**src/include/lius_pkg.sv**
```systemverilog
package lius_pkg;
  // ************
  // Host modes, loopback codes and host state encodings
  // ************
  typedef enum logic [1:0] {LIUS_SERIAL, LIUS_NONMUX, LIUS_MUX, LIUS_HW} lius_mode_e;
  typedef enum logic [1:0] {LIUS_LB_REMOTE, LIUS_LB_NONE, LIUS_LB_ANALOG} lius_lb_e;
  typedef enum logic [1:0] {LIUS_SER_CMD, LIUS_SER_WDATA, LIUS_SER_RDATA} lius_ser_e;
  typedef enum logic [1:0] {LIUS_P_IDLE, LIUS_P_BUSY, LIUS_P_HOLD} lius_par_e;

  // ************
  // Sizes and register map
  // ************
  localparam int LIUS_CH_N = 8;
  localparam int LIUS_AW = 3;
  localparam int LIUS_NREG = 8;
  localparam int LIUS_EV_W = 3;
  localparam logic [3:0] LIUS_CTRL_OFS = 4'h0;
  localparam logic [3:0] LIUS_ISTAT_OFS = 4'h4;
  localparam logic [3:0] LIUS_IMASK_OFS = 4'h8;
  localparam logic [3:0] LIUS_STAT_OFS = 4'hC;
  localparam int LIUS_CTRL_DRV_HI = 0;
  localparam int LIUS_CTRL_SRST = 1;
  localparam int LIUS_EV_SER = 0;
  localparam int LIUS_EV_PAR = 1;
  localparam int LIUS_EV_HW = 2;
  localparam logic [LIUS_EV_W-1:0] LIUS_MASK_RST = 3'h0;
  localparam logic [3:0] LIUS_BITS_LAST = 4'h7;

  // ************
  // Timing
  // ************
  localparam int LIUS_CLK_NS = 10;
  localparam int LIUS_ACC_NS = 40;
  localparam int LIUS_ACC_CYC = (LIUS_ACC_NS + LIUS_CLK_NS - 1) / LIUS_CLK_NS;

  // Pin bundle seen by the block, all from outside the clock domain
  typedef struct packed {
    lius_mode_e mode;
    logic ack_style;
    logic edge_sel;
    logic sclk;
    logic serial_in;
    logic scs_n;
    logic pcs_n;
    logic prd_n;
    logic pwr_n;
    logic ale;
    logic shared;
    logic [LIUS_AW-1:0] addr;
    logic [7:0] d;
    logic [LIUS_CH_N-1:0] lp_mid;
  } lius_pin_s;
  localparam int LIUS_PIN_W = $bits(lius_pin_s);
endpackage

```
**src/lius_host_port.sv**
```systemverilog
module lius_host_port
  import lius_pkg::*;
(
  // Clock and reset
  input wire logic clk_i,
  input wire logic srst_i,
  // Register port
  input wire logic [3:0] reg_addr_i,
  input wire logic [31:0] reg_wdata_i,
  input wire logic reg_wr_i,
  input wire logic reg_rd_i,
  output logic [31:0] reg_rdata_o,
  // Device pins
  input wire lius_pin_s pins_i,
  output logic shared_o,
  output logic shared_oe_o,
  output logic [7:0] d_o,
  output logic d_oe_o,
  output logic irq_n_o,
  output logic irq_n_oe_o,
  // Line-side controls and interrupt
  output logic rx_term_off_o,
  output lius_lb_e [LIUS_CH_N-1:0] loopback_o,
  output logic irq_o
);
  typedef struct packed {
    logic [LIUS_PIN_W-1:0] s1;
    logic [LIUS_PIN_W-1:0] s2;
    logic [LIUS_PIN_W-1:0] s3;
    logic [LIUS_PIN_W-1:0] filt;
    logic [LIUS_PIN_W-1:0] fprev;
    lius_ser_e ser_st;
    logic [3:0] scnt;
    logic [3:0] ocnt;
    logic [7:0] sh;
    logic [7:0] cmd;
    logic [7:0] rbuf;
    logic [7:0] rd_byte;
    lius_par_e pst;
    logic [3:0] pcnt;
    logic is_rd;
    logic [LIUS_AW-1:0] paddr;
    logic [LIUS_NREG-1:0][7:0] mem;
    logic drv_hi;
    logic [LIUS_EV_W-1:0] istat;
    logic [LIUS_EV_W-1:0] imask;
    logic [31:0] rdata;
    logic shared;
    logic shared_oe;
    logic [7:0] d_out;
    logic d_oe;
    logic irq_n;
    logic irq_n_oe;
    logic irq;
    logic rx_off;
    lius_lb_e [LIUS_CH_N-1:0] lb;
  } lius_st_s;

  localparam logic [3:0] ACC_LAST = 4'(LIUS_ACC_CYC - 1);

  lius_st_s st_reg;
  lius_st_s st_next;
  lius_pin_s f;
  lius_pin_s fp;
  logic sclk_rise;
  logic sclk_fall;
  logic launch;
  logic is_par;
  logic [LIUS_EV_W-1:0] ev;
  logic [LIUS_PIN_W-1:0] agree;
  logic [7:0] nsh;

  // ************
  // Next state
  // ************
  always_comb begin
    st_next = st_reg;
    ev = '0;
    nsh = '0;
    // Three-stage sampling; a bit moves only when stages two and three agree
    st_next.s1 = pins_i;
    st_next.s2 = st_reg.s1;
    st_next.s3 = st_reg.s2;
    agree = ~(st_reg.s2 ^ st_reg.s3);
    st_next.filt = (st_reg.filt & ~agree) | (st_reg.s3 & agree);
    st_next.fprev = st_reg.filt;
    f = lius_pin_s'(st_reg.filt);
    fp = lius_pin_s'(st_reg.fprev);
    sclk_rise = f.sclk & ~fp.sclk;
    sclk_fall = ~f.sclk & fp.sclk;
    launch = f.edge_sel ? sclk_fall : sclk_rise;
    is_par = (f.mode == LIUS_NONMUX) || (f.mode == LIUS_MUX);

    // Serial host: command byte, then one data byte in or out
    if (f.mode != LIUS_SERIAL || f.scs_n) begin
      if (st_reg.ser_st == LIUS_SER_RDATA && f.mode == LIUS_SERIAL) begin
        ev[LIUS_EV_SER] = 1'b1;
      end
      st_next.ser_st = LIUS_SER_CMD;
      st_next.scnt = '0;
      st_next.ocnt = '0;
    end else begin
      if (sclk_rise && st_reg.ser_st != LIUS_SER_RDATA) begin
        nsh = {f.serial_in, st_reg.sh[7:1]};
        st_next.sh = nsh;
        st_next.scnt = st_reg.scnt + 4'h1;
        if (st_reg.scnt == LIUS_BITS_LAST) begin
          st_next.scnt = '0;
          if (st_reg.ser_st == LIUS_SER_WDATA) begin
            st_next.mem[st_reg.cmd[LIUS_AW:1]] = nsh;
            ev[LIUS_EV_SER] = 1'b1;
            st_next.ser_st = LIUS_SER_CMD;
          end else if (nsh[0]) begin
            st_next.cmd = nsh;
            st_next.rbuf = st_reg.mem[nsh[LIUS_AW:1]];
            st_next.rd_byte = st_reg.mem[nsh[LIUS_AW:1]];
            st_next.ser_st = LIUS_SER_RDATA;
          end else begin
            st_next.cmd = nsh;
            st_next.ser_st = LIUS_SER_WDATA;
          end
        end
      end
      // First launch edge after the command opens the pin
      if (launch && st_reg.ser_st == LIUS_SER_RDATA) begin
        st_next.shared = st_reg.rbuf[0];
        st_next.rbuf = {1'b0, st_reg.rbuf[7:1]};
        st_next.ocnt = st_reg.ocnt + 4'h1;
      end
    end

    // Parallel host: address from pins or latched off the bus
    if (f.mode == LIUS_MUX && fp.ale && !f.ale) begin
      st_next.paddr = f.d[LIUS_AW-1:0];
    end
    case (st_reg.pst)
      LIUS_P_IDLE: begin
        if (is_par && !f.pcs_n && (!f.prd_n || !f.pwr_n)) begin
          st_next.is_rd = !f.prd_n;
          st_next.pcnt = ACC_LAST;
          if (f.mode == LIUS_NONMUX) begin
            st_next.paddr = f.addr;
          end
          st_next.pst = LIUS_P_BUSY;
        end
      end
      LIUS_P_BUSY: begin
        st_next.pcnt = st_reg.pcnt - 4'h1;
        if (st_reg.pcnt == '0) begin
          if (st_reg.is_rd) begin
            st_next.d_out = st_reg.mem[st_reg.paddr];
            st_next.d_oe = 1'b1;
          end else begin
            st_next.mem[st_reg.paddr] = f.d;
          end
          ev[LIUS_EV_PAR] = 1'b1;
          st_next.pst = LIUS_P_HOLD;
        end
      end
      LIUS_P_HOLD: begin
        // Data stays on the bus until the host lets the strobe go
        if (f.pcs_n || (f.prd_n && f.pwr_n)) begin
          st_next.d_oe = 1'b0;
          st_next.pst = LIUS_P_IDLE;
        end
      end
      default: begin
        st_next.pst = LIUS_P_IDLE;
      end
    endcase

    // Shared pin: serial data, ready, acknowledge, or hardware input
    if (f.mode == LIUS_SERIAL) begin
      st_next.shared_oe = st_next.ser_st == LIUS_SER_RDATA && st_next.ocnt != '0;
    end else if (is_par) begin
      st_next.shared_oe = !f.pcs_n || st_next.pst != LIUS_P_IDLE;
      if (f.ack_style) begin
        st_next.shared = st_next.pst != LIUS_P_HOLD;
      end else begin
        st_next.shared = st_next.pst != LIUS_P_BUSY;
      end
    end else begin
      st_next.shared_oe = 1'b0;
    end
    if (!is_par) begin
      st_next.d_oe = 1'b0;
    end

    // Hardware mode: termination and three-level loopback selects
    st_next.rx_off = f.mode == LIUS_HW && f.shared;
    for (int i = 0; i < LIUS_CH_N; i++) begin
      if (f.mode != LIUS_HW || f.lp_mid[i]) begin
        st_next.lb[i] = LIUS_LB_NONE;
      end else if (f.d[i]) begin
        st_next.lb[i] = LIUS_LB_ANALOG;
      end else begin
        st_next.lb[i] = LIUS_LB_REMOTE;
      end
    end
    if (f.mode == LIUS_HW && (st_next.lb != st_reg.lb || st_next.rx_off != st_reg.rx_off)) begin
      ev[LIUS_EV_HW] = 1'b1;
    end

    // Register port; a new event wins over a write-one clear
    st_next.rdata = '0;
    if (reg_wr_i) begin
      if (reg_addr_i == LIUS_CTRL_OFS) begin
        st_next.drv_hi = reg_wdata_i[LIUS_CTRL_DRV_HI];
        if (reg_wdata_i[LIUS_CTRL_SRST]) begin
          st_next.imask = LIUS_MASK_RST;
        end
      end else if (reg_addr_i == LIUS_ISTAT_OFS) begin
        st_next.istat = st_reg.istat & ~reg_wdata_i[LIUS_EV_W-1:0];
      end else if (reg_addr_i == LIUS_IMASK_OFS) begin
        st_next.imask = reg_wdata_i[LIUS_EV_W-1:0];
      end
    end
    if (reg_rd_i) begin
      if (reg_addr_i == LIUS_CTRL_OFS) begin
        st_next.rdata[LIUS_CTRL_DRV_HI] = st_reg.drv_hi;
      end else if (reg_addr_i == LIUS_ISTAT_OFS) begin
        st_next.rdata[LIUS_EV_W-1:0] = st_reg.istat;
      end else if (reg_addr_i == LIUS_IMASK_OFS) begin
        st_next.rdata[LIUS_EV_W-1:0] = st_reg.imask;
      end else if (reg_addr_i == LIUS_STAT_OFS) begin
        st_next.rdata[4:0] = {st_reg.ser_st == LIUS_SER_RDATA, st_reg.pst != LIUS_P_IDLE,
                              st_reg.rx_off, f.mode};
      end
    end
    st_next.istat = st_next.istat | ev;

    // Open-drain interrupt; floats when idle unless drive-high is set
    st_next.irq = |(st_next.istat & st_next.imask);
    st_next.irq_n = !st_next.irq;
    st_next.irq_n_oe = st_next.irq || st_next.drv_hi;
  end

  // ************
  // State register
  // ************
  always_ff @(posedge clk_i) begin
    if (srst_i) begin
      st_reg <= '0;
    end else begin
      st_reg <= st_next;
    end
  end

  assign reg_rdata_o = st_reg.rdata;
  assign shared_o = st_reg.shared;
  assign shared_oe_o = st_reg.shared_oe;
  assign d_o = st_reg.d_out;
  assign d_oe_o = st_reg.d_oe;
  assign irq_n_o = st_reg.irq_n;
  assign irq_n_oe_o = st_reg.irq_n_oe;
  assign irq_o = st_reg.irq;
  assign rx_term_off_o = st_reg.rx_off;
  assign loopback_o = st_reg.lb;
endmodule

```
**config.mk**
```make
export PLATFORM = sky130hd
export DESIGN_NAME = lius_host_port
export DESIGN_NICKNAME = d
export VERILOG_FILES = /design/src/include/lius_pkg.sv /design/src/lius_host_port.sv
export SDC_FILE = /design/constraint.sdc
export NUM_CORES = 1
export LEC_CHECK = 0
export ABC_AREA = 0
export BUFFER_PORTS_ARGS = -buffer_cell sky130_fd_sc_hd__buf_4
export CORE_UTILIZATION = 30
export CTS_CLUSTER_SIZE = 28
export DETAILED_ROUTE_END_ITERATION = 6
export PLACE_DENSITY = 0.5
export SLEW_MARGIN = 40
export SYNTH_ARGS = -nofsm -noshare
export SYNTH_HDL_FRONTEND = slang
export SYNTH_SLANG_ARGS = --single-unit
```
**constraint.sdc**
```tcl
create_clock -name clk_i -period 3.25 [get_ports clk_i]
set_clock_uncertainty 0.15 [all_clocks]
set_input_delay 0.65 -clock clk_i [delete_from_list [all_inputs] [get_ports clk_i]]
set_output_delay 0.65 -clock clk_i [all_outputs]
set_load 0.05 [all_outputs]
```
==> reports/results.ini, run 1 <==
[timing]
rsz0062_at_grt=no
timing.fmax_mhz=346
period_share=0.890
fin_tns_setup_ns=0
slew_headroom=0.443
drv_slew=0
tightest_slew_ns=0.834
timing.final.crit_period_ns=2.89
hold_viol_final=0
finalSetupViolCount=0
fin_ws_ns=0.358

[logic_synthesis]
syn_area_mm2=0.0116
synth_top_area_share=0.468
synth_area_leader_cell=dfxtp_1
synthCells=1195
yosysWarnings=0
synth.area.top_cells=dfxtp_1 47%, mux2i_1 8.0%, nor2b_1 6.0%, mux4_2 5.2%, a211oi_1 4.4%
yosys.cell_types.count=65
synth_area_per_cell_um2=9.70
async_reset_ff_frac=0
synth_edf_count=0
synth.most_common_cell=dfxtp_1
synth_seq_cells=271
ys_top_cells_by_count=271 x dfxtp_1, 136 x nor2_1, 112 x nor2b_1
ys_seq_area_frac=0.468
ys.flop_type=dfxtp_1

[critical_path]
crit_type=flip-flop to flip-flop
crit_chain=ha_1, inv_1, o21ai_0, nand2_1, or4_1, o311ai_1, and4b_1
r2r_setup_slack_ns=0.36
crit_path_top_delay_cell=or4_1
cp-end-kind=flip-flop
worstPathRequired_ns=3.60
timing.rr.end=irq_n_o
crit_path_start_kind=flip-flop
path_max_fanout=13
cpPeakStageDelay_ns=0.57
worstPathArrival_ns=3.24
r2r_cells=7

[grt]
grt_max_degree=122
grt_antenna_before_repair=0
grt_overflow=0
grt_pass1_vias=7841
grtUsageTotal=0.145
grt_pass1_wl_um=45000

[floorplan]
rows=71
die_width_um=199
ios=134
start_util=0.306
dieArea_mm2=0.0394
die_h_um=199
core_area_mm2=0.0378

[routing]
first_pass_iters=7
dr_total_vias=8351
avgRoutedWirePerCell_um=16.3
drc=0
wl_um=28700
drt-initial-drc-count=552
drtAntennaViolNets=0
vias_per_cell=4.74

[hold_path]
min_path_cells=2
hp-start=pins_i[17]
min_to=st_next[296]
hp-class=primary input to flip-flop

[cts]
cts_max_level=1
cts_setup_buffers=0
hold_buffers=0
ctsRootBufferMaster=clkbuf_16
clkLatencyLatePin_ns=0.56
clock_path_buffers=3
cts_tree=done
numCtsBuffers=30
clk_pin_slew_worst_paths_ns=0.06
cts.repair.resized=0
cts.sink_count=271

[finish]
nets=1305
area_growth_pct=16.1
ff_latch_area_mm2=0.00543
num-fill-cells=3893
drive_gt1_frac=0.168
multi_input_area_mm2=0.00544
diodes=0

[placement]
portBuffers=77
dpl.hpwl_um=19100
dpl_worst_slack_ns=0.358
gp_congestion=0.774

[pwr]
p_int_uw=5570
switching_share=0.225
p_clk_frac=0.487
switchingPower_uw=1620
cellPowerDensity_mw_per_mm2=534
leakagePower_uw=0.00510
pwr-share-comb=0.038
sequentialPowerShare=0.474
ir_drop_uv=377

[job]
maxCapViolations=0

[run_status]
status=complete, no violations

[how the worst max path moves through the flow]
stage	cells past startpoint	slack [ns]	startpoint	endpoint
after floorplan	8	0.95	flip-flop	irq_n_oe_o
after global placement	7	0.36	flip-flop	irq_n_oe_o
after detailed placement	7	0.36	flip-flop	irq_n_oe_o
after CTS	7	0.35	flip-flop	irq_n_o
after global routing	7	0.07	st_reg[138]	st_reg[115]
final	7	0.36	flip-flop	irq_n_o
[cell type report]
type,count,area share
clock buffer,42,0.0643
clock inverter,14,0.0121
inverter,16,0.00446
multi-input combinational,796,0.404
sequential,271,0.403
tap,511,0.0475
timing repair buffer,111,0.0642
[power groups by stage]
stage               Sequential (µW)  Clock, µW  Combinational (µW)
global route                   3410       3740                 296
floorplan                      3470          0                 225
finish                         3410       3500                 274
global placement               3480          0                 274
CTS                            3410       3590                 277
detailed placement             3480          0                 276
[metal layers]
layer	share of wire	track usage	vias to the layer above
li1	-	-	4157
met1	0.49	0.208	3992
met2	0.45	0.226	161
met3	0.038	0.0222	41
met4	0.021	0.0379	0
met5	0	0	-
[kinds of logic (layout without fill, tap and decap cells)]
group,Yosys count,in the layout,share of synthesized area
AND/OR/NAND/NOR,403,403,0.181
buffers and inverters,154,183,0.0715
XOR/XNOR,13,13,0.00982
AO/OA/AOI/OAI,221,221,0.124
adder cells (fa/ha/maj),8,8,0.00863
flip-flops,271,271,0.468
other,1,27,0.000323
multiplexers,124,124,0.137
[placed cells by master, fill, tap and decap left out, types with 9 or more instances in the layout]
master	Yosys	routed
clkinv_2	0	9
a21oi_1	56	56
a311oi_1	13	13
nand2_1	69	69
dfxtp_1	271	269
nand2b_1	15	15
inv_1	16	16
mux2i_1	93	93
nor2_1	136	136
o21ai_0	44	44
clkbuf_16	0	30
mux4_2	27	27
a211oi_1	68	68
nor2b_1	112	112
nand3b_1	9	9
nor3b_1	12	12
xor2_1	9	9
conb_1	1	27
buf_4	57	108
nand3_1	12	12
[through the flow]
stage                     instances  hold WS, ns  cell area, µm²  power, µW   util
final                          1761        0.152           13500       7180  0.356
after global routing           1761        0.127           13500       7440  0.356
after CTS                      1761        0.120           13500       7280  0.356
after detailed placement       1705        0.274           12400       3760  0.328
after global placement         1705        0.267           12400       3760  0.328
after floorplan                1221        0.264           11700       3700      -
[worst max-delay path: cells and delay by family (launching register included)]
kind	cells	cell delay (ns)
AOI/OAI and AO/OA	2	0.64
buffers and inverters	1	0.18
adders and majority gates	1	0.55
DFF	1	0.42
and+or+nand+nor	3	0.88
Power figures use the tool's default switching activity.
==> run 2: changes to the inputs <==
--- a/config.mk
+++ b/config.mk
@@ -10,7 +10,7 @@
 export CORE_UTILIZATION = 30
 export CTS_CLUSTER_SIZE = 28
 export DETAILED_ROUTE_END_ITERATION = 6
-export PLACE_DENSITY = 0.5
+export PLACE_DENSITY = 0.51
 export SLEW_MARGIN = 40
 export SYNTH_ARGS = -nofsm -noshare
 export SYNTH_HDL_FRONTEND = slang
==> constraint.sdc (replaced) <==
create_clock -name clk_i -period 2.65 [get_ports clk_i]
set_clock_uncertainty 0.15 [all_clocks]
set_input_delay 0.53 -clock clk_i [delete_from_list [all_inputs] [get_ports clk_i]]
set_output_delay 0.53 -clock clk_i [all_outputs]
set_load 0.05 [all_outputs]
==> run 2 against run 1 <==
Wire length down 1.6%. Register-to-register slack got worse by 0.17 ns. Clock-buffer cell count decreased by 4. Sequential share of layout area shrank 1.0 points. Non-clock buffer count up 32. Die area did not move. Global-route usage shrank 0.21 points. Power is 24% higher. Clock power grew 26%. Largest cell class unchanged. Largest power group unchanged.
==> reports/results.ini, run 2 (same netlist as run 1, synthesis figures left out) <==
[critical_path]
worstPathRequired_ns=2.93  ; -0.67 ns
crit_chain=ha_4, inv_1, o21ai_0, nand2_1, or4_1, o311ai_2, buf_4, a41oi_1
cp_num_buf_inv=2  ; +1
path_max_fanout=9  ; -4
crit_path_top_delay_cell=or4_1
crit_path_start_kind=flip-flop
cpPeakStageDelay_ns=0.57  ; about the same
cp_num_cells=8  ; +1
crit_type=flip-flop to flip-flop
worstPathArrival_ns=2.74  ; -0.50 ns
r2r_setup_slack_ns=0.19  ; -0.17 ns
cp_top_family=simple AND/OR/NAND/NOR gates
r2r_cells=8  ; +1
cp-end-kind=flip-flop

[finish]
nets=1336  ; +2.4%
fin_cells=1791  ; +1.7%
diodes=0  ; unchanged
num-fill-cells=3859  ; -0.87%
area_growth_pct=19.0
drive_gt1_frac=0.188  ; +0.0195
layout_commonest_cell=dfxtp_1
mostFrequentLayoutCells=271 x dfxtp_1, 135 x nor2_1, 132 x buf_4

[routing]
dr_total_vias=8411  ; +0.72%
drc=0  ; unchanged
drt-initial-drc-count=500  ; -9.4%
vias_per_cell=4.70  ; -0.97%
drtAntennaViolNets=0  ; unchanged
wl_um=28300  ; -1.6%
avgRoutedWirePerCell_um=15.8  ; -3.2%
first_pass_iters=5  ; -2

[placement]
gp_congestion=0.802  ; +3.6%
dpl.hpwl_um=19200  ; +0.47%
dp.cells=1731  ; +1.5%
portBuffers=77  ; unchanged

[cts]
clk_pin_slew_worst_paths_ns=0.06  ; about the same
cts.sink_count=271  ; unchanged
ctsRootBufferMaster=clkbuf_16
cts_setup_buffers=0  ; unchanged
cts_max_level=1  ; unchanged
clkLatencyLatePin_ns=0.56  ; about the same
clock_path_buffers=3  ; unchanged
cts_tree=done
numCtsBuffers=29  ; -3.3%

[pwr]
switchingPower_uw=1960  ; +21%
ir_drop_uv=485  ; +29%
p_int_uw=6980  ; +25%
sequentialPowerShare=0.468  ; -0.006
p_clk_frac=0.494  ; +0.007
cellPowerDensity_mw_per_mm2=648  ; +21%
pwr-share-comb=0.039  ; about the same
leakagePower_uw=0.00527  ; +3.4%
switching_share=0.219  ; -0.00574

[grt]
grt_pass1_wl_um=44600  ; -1.0%
grt_antenna_before_repair=0  ; unchanged
grt_pass1_vias=8051  ; +2.7%
grtUsageTotal=0.143  ; -0.00208
grt_overflow=0  ; unchanged
grt_max_degree=94  ; -23%

[floorplan]
ios=134  ; unchanged
die_width_um=199  ; unchanged
rows=71  ; unchanged
die_h_um=199  ; unchanged
dieArea_mm2=0.0394  ; unchanged
start_util=0.306  ; unchanged
core_area_mm2=0.0378  ; unchanged

[timing]
finalSetupViolCount=0  ; unchanged
period_share=0.930  ; +0.0400
hold_viol_final=0  ; unchanged
timing.fmax_mhz=406  ; +17%
slew_headroom=0.563  ; +0.120
tightest_slew_ns=0.656  ; -0.179 ns
fin_tns_setup_ns=0  ; unchanged
drv_slew=0  ; unchanged
timing.final.crit_period_ns=2.46  ; -0.428 ns

[hold_path]
min_path_cells=2  ; unchanged
hp-class=primary input to flip-flop

[run_status]
status=complete, no violations

[job]
maxCapViolations=0  ; unchanged

-- run 2: cell types whose count changed in the layout (fill, tap and decap cells not counted), sizes merged --
cell / before / now
buf: 110 / 136
bufinv: 3 / 5
clkbuf: 43 / 39
dlygate4sd3: 0 / 6
-- run 2: metrics by stage --
stage	setup slack, ns	util	total power (µW)	hold WS (ns)	cell area, µm²
after floorplan	0.348	-	4540	0.264	11700
after global placement	-0.0639	0.334	4610	0.272	12600
after detailed placement	-0.0948	0.334	4610	0.270	12600
after CTS	0.0568	0.364	9070	0.00138	13800
after global routing	-0.00158	0.365	9280	0.00871	13800
final	0.186	0.365	8940	0.0233	13800
-- run 2: worst reg2reg max path, cell delays in order, from the launching register on --
cell,delay [ns]
dfxtp_1,0.41
ha_4,0.25
inv_1,0.12
o21ai_0,0.17
nand2_1,0.07
or4_1,0.57
o311ai_2,0.31
buf_4,0.18
a41oi_1,0.11
-- run 2: final cells by class --
type	count	area, µm²	area share
clock buffers	38	840	0.0609
clock inverters	16	220	0.0160
inverters	16	60.1	0.00435
multi-input cells	796	5470	0.396
flip-flops and latches	271	5430	0.393
well taps	511	639	0.0463
repair buffers	143	1140	0.0830
-- run 2: power by group through the flow --
stage	logic (µW)	registers [µW]	clock network, µW
floorplan	276	4260	0
global placement	339	4270	0
detailed placement	342	4270	0
CTS	348	4180	4540
global route	373	4180	4720
finish	346	4180	4410
-- run 2: per-layer routing --
metal / part of all wire / track usage / vias up / wire length (µm)
li1: - / - / 4226 / -
met1: 0.47 / 0.193 / 3985 / 13300
met2: 0.46 / 0.237 / 152 / 13100
met3: 0.044 / 0.0270 / 48 / 1260
met4: 0.022 / 0.0325 / 0 / 614
met5: 0 / 0 / - / 0
-- run 2: path summary, 6_finish.rpt --
path | end | from
worst min register to register | st_next[265] | st_next[296]
worst max-delay path | irq_n_oe_o | flip-flop
worst min-delay path | st_next[303] | pins_i[24]
worst max register to register | irq_n_oe_o | flip-flop
-- run 2: timing repair --
action | in CTS | in global routing
setup endpoints to repair | 3 | 26
endpoints found under the hold margin | 5 | 1
cloned | 0 | 0
gates resized for setup | 1 | 5
hold buffers | 5 | 1
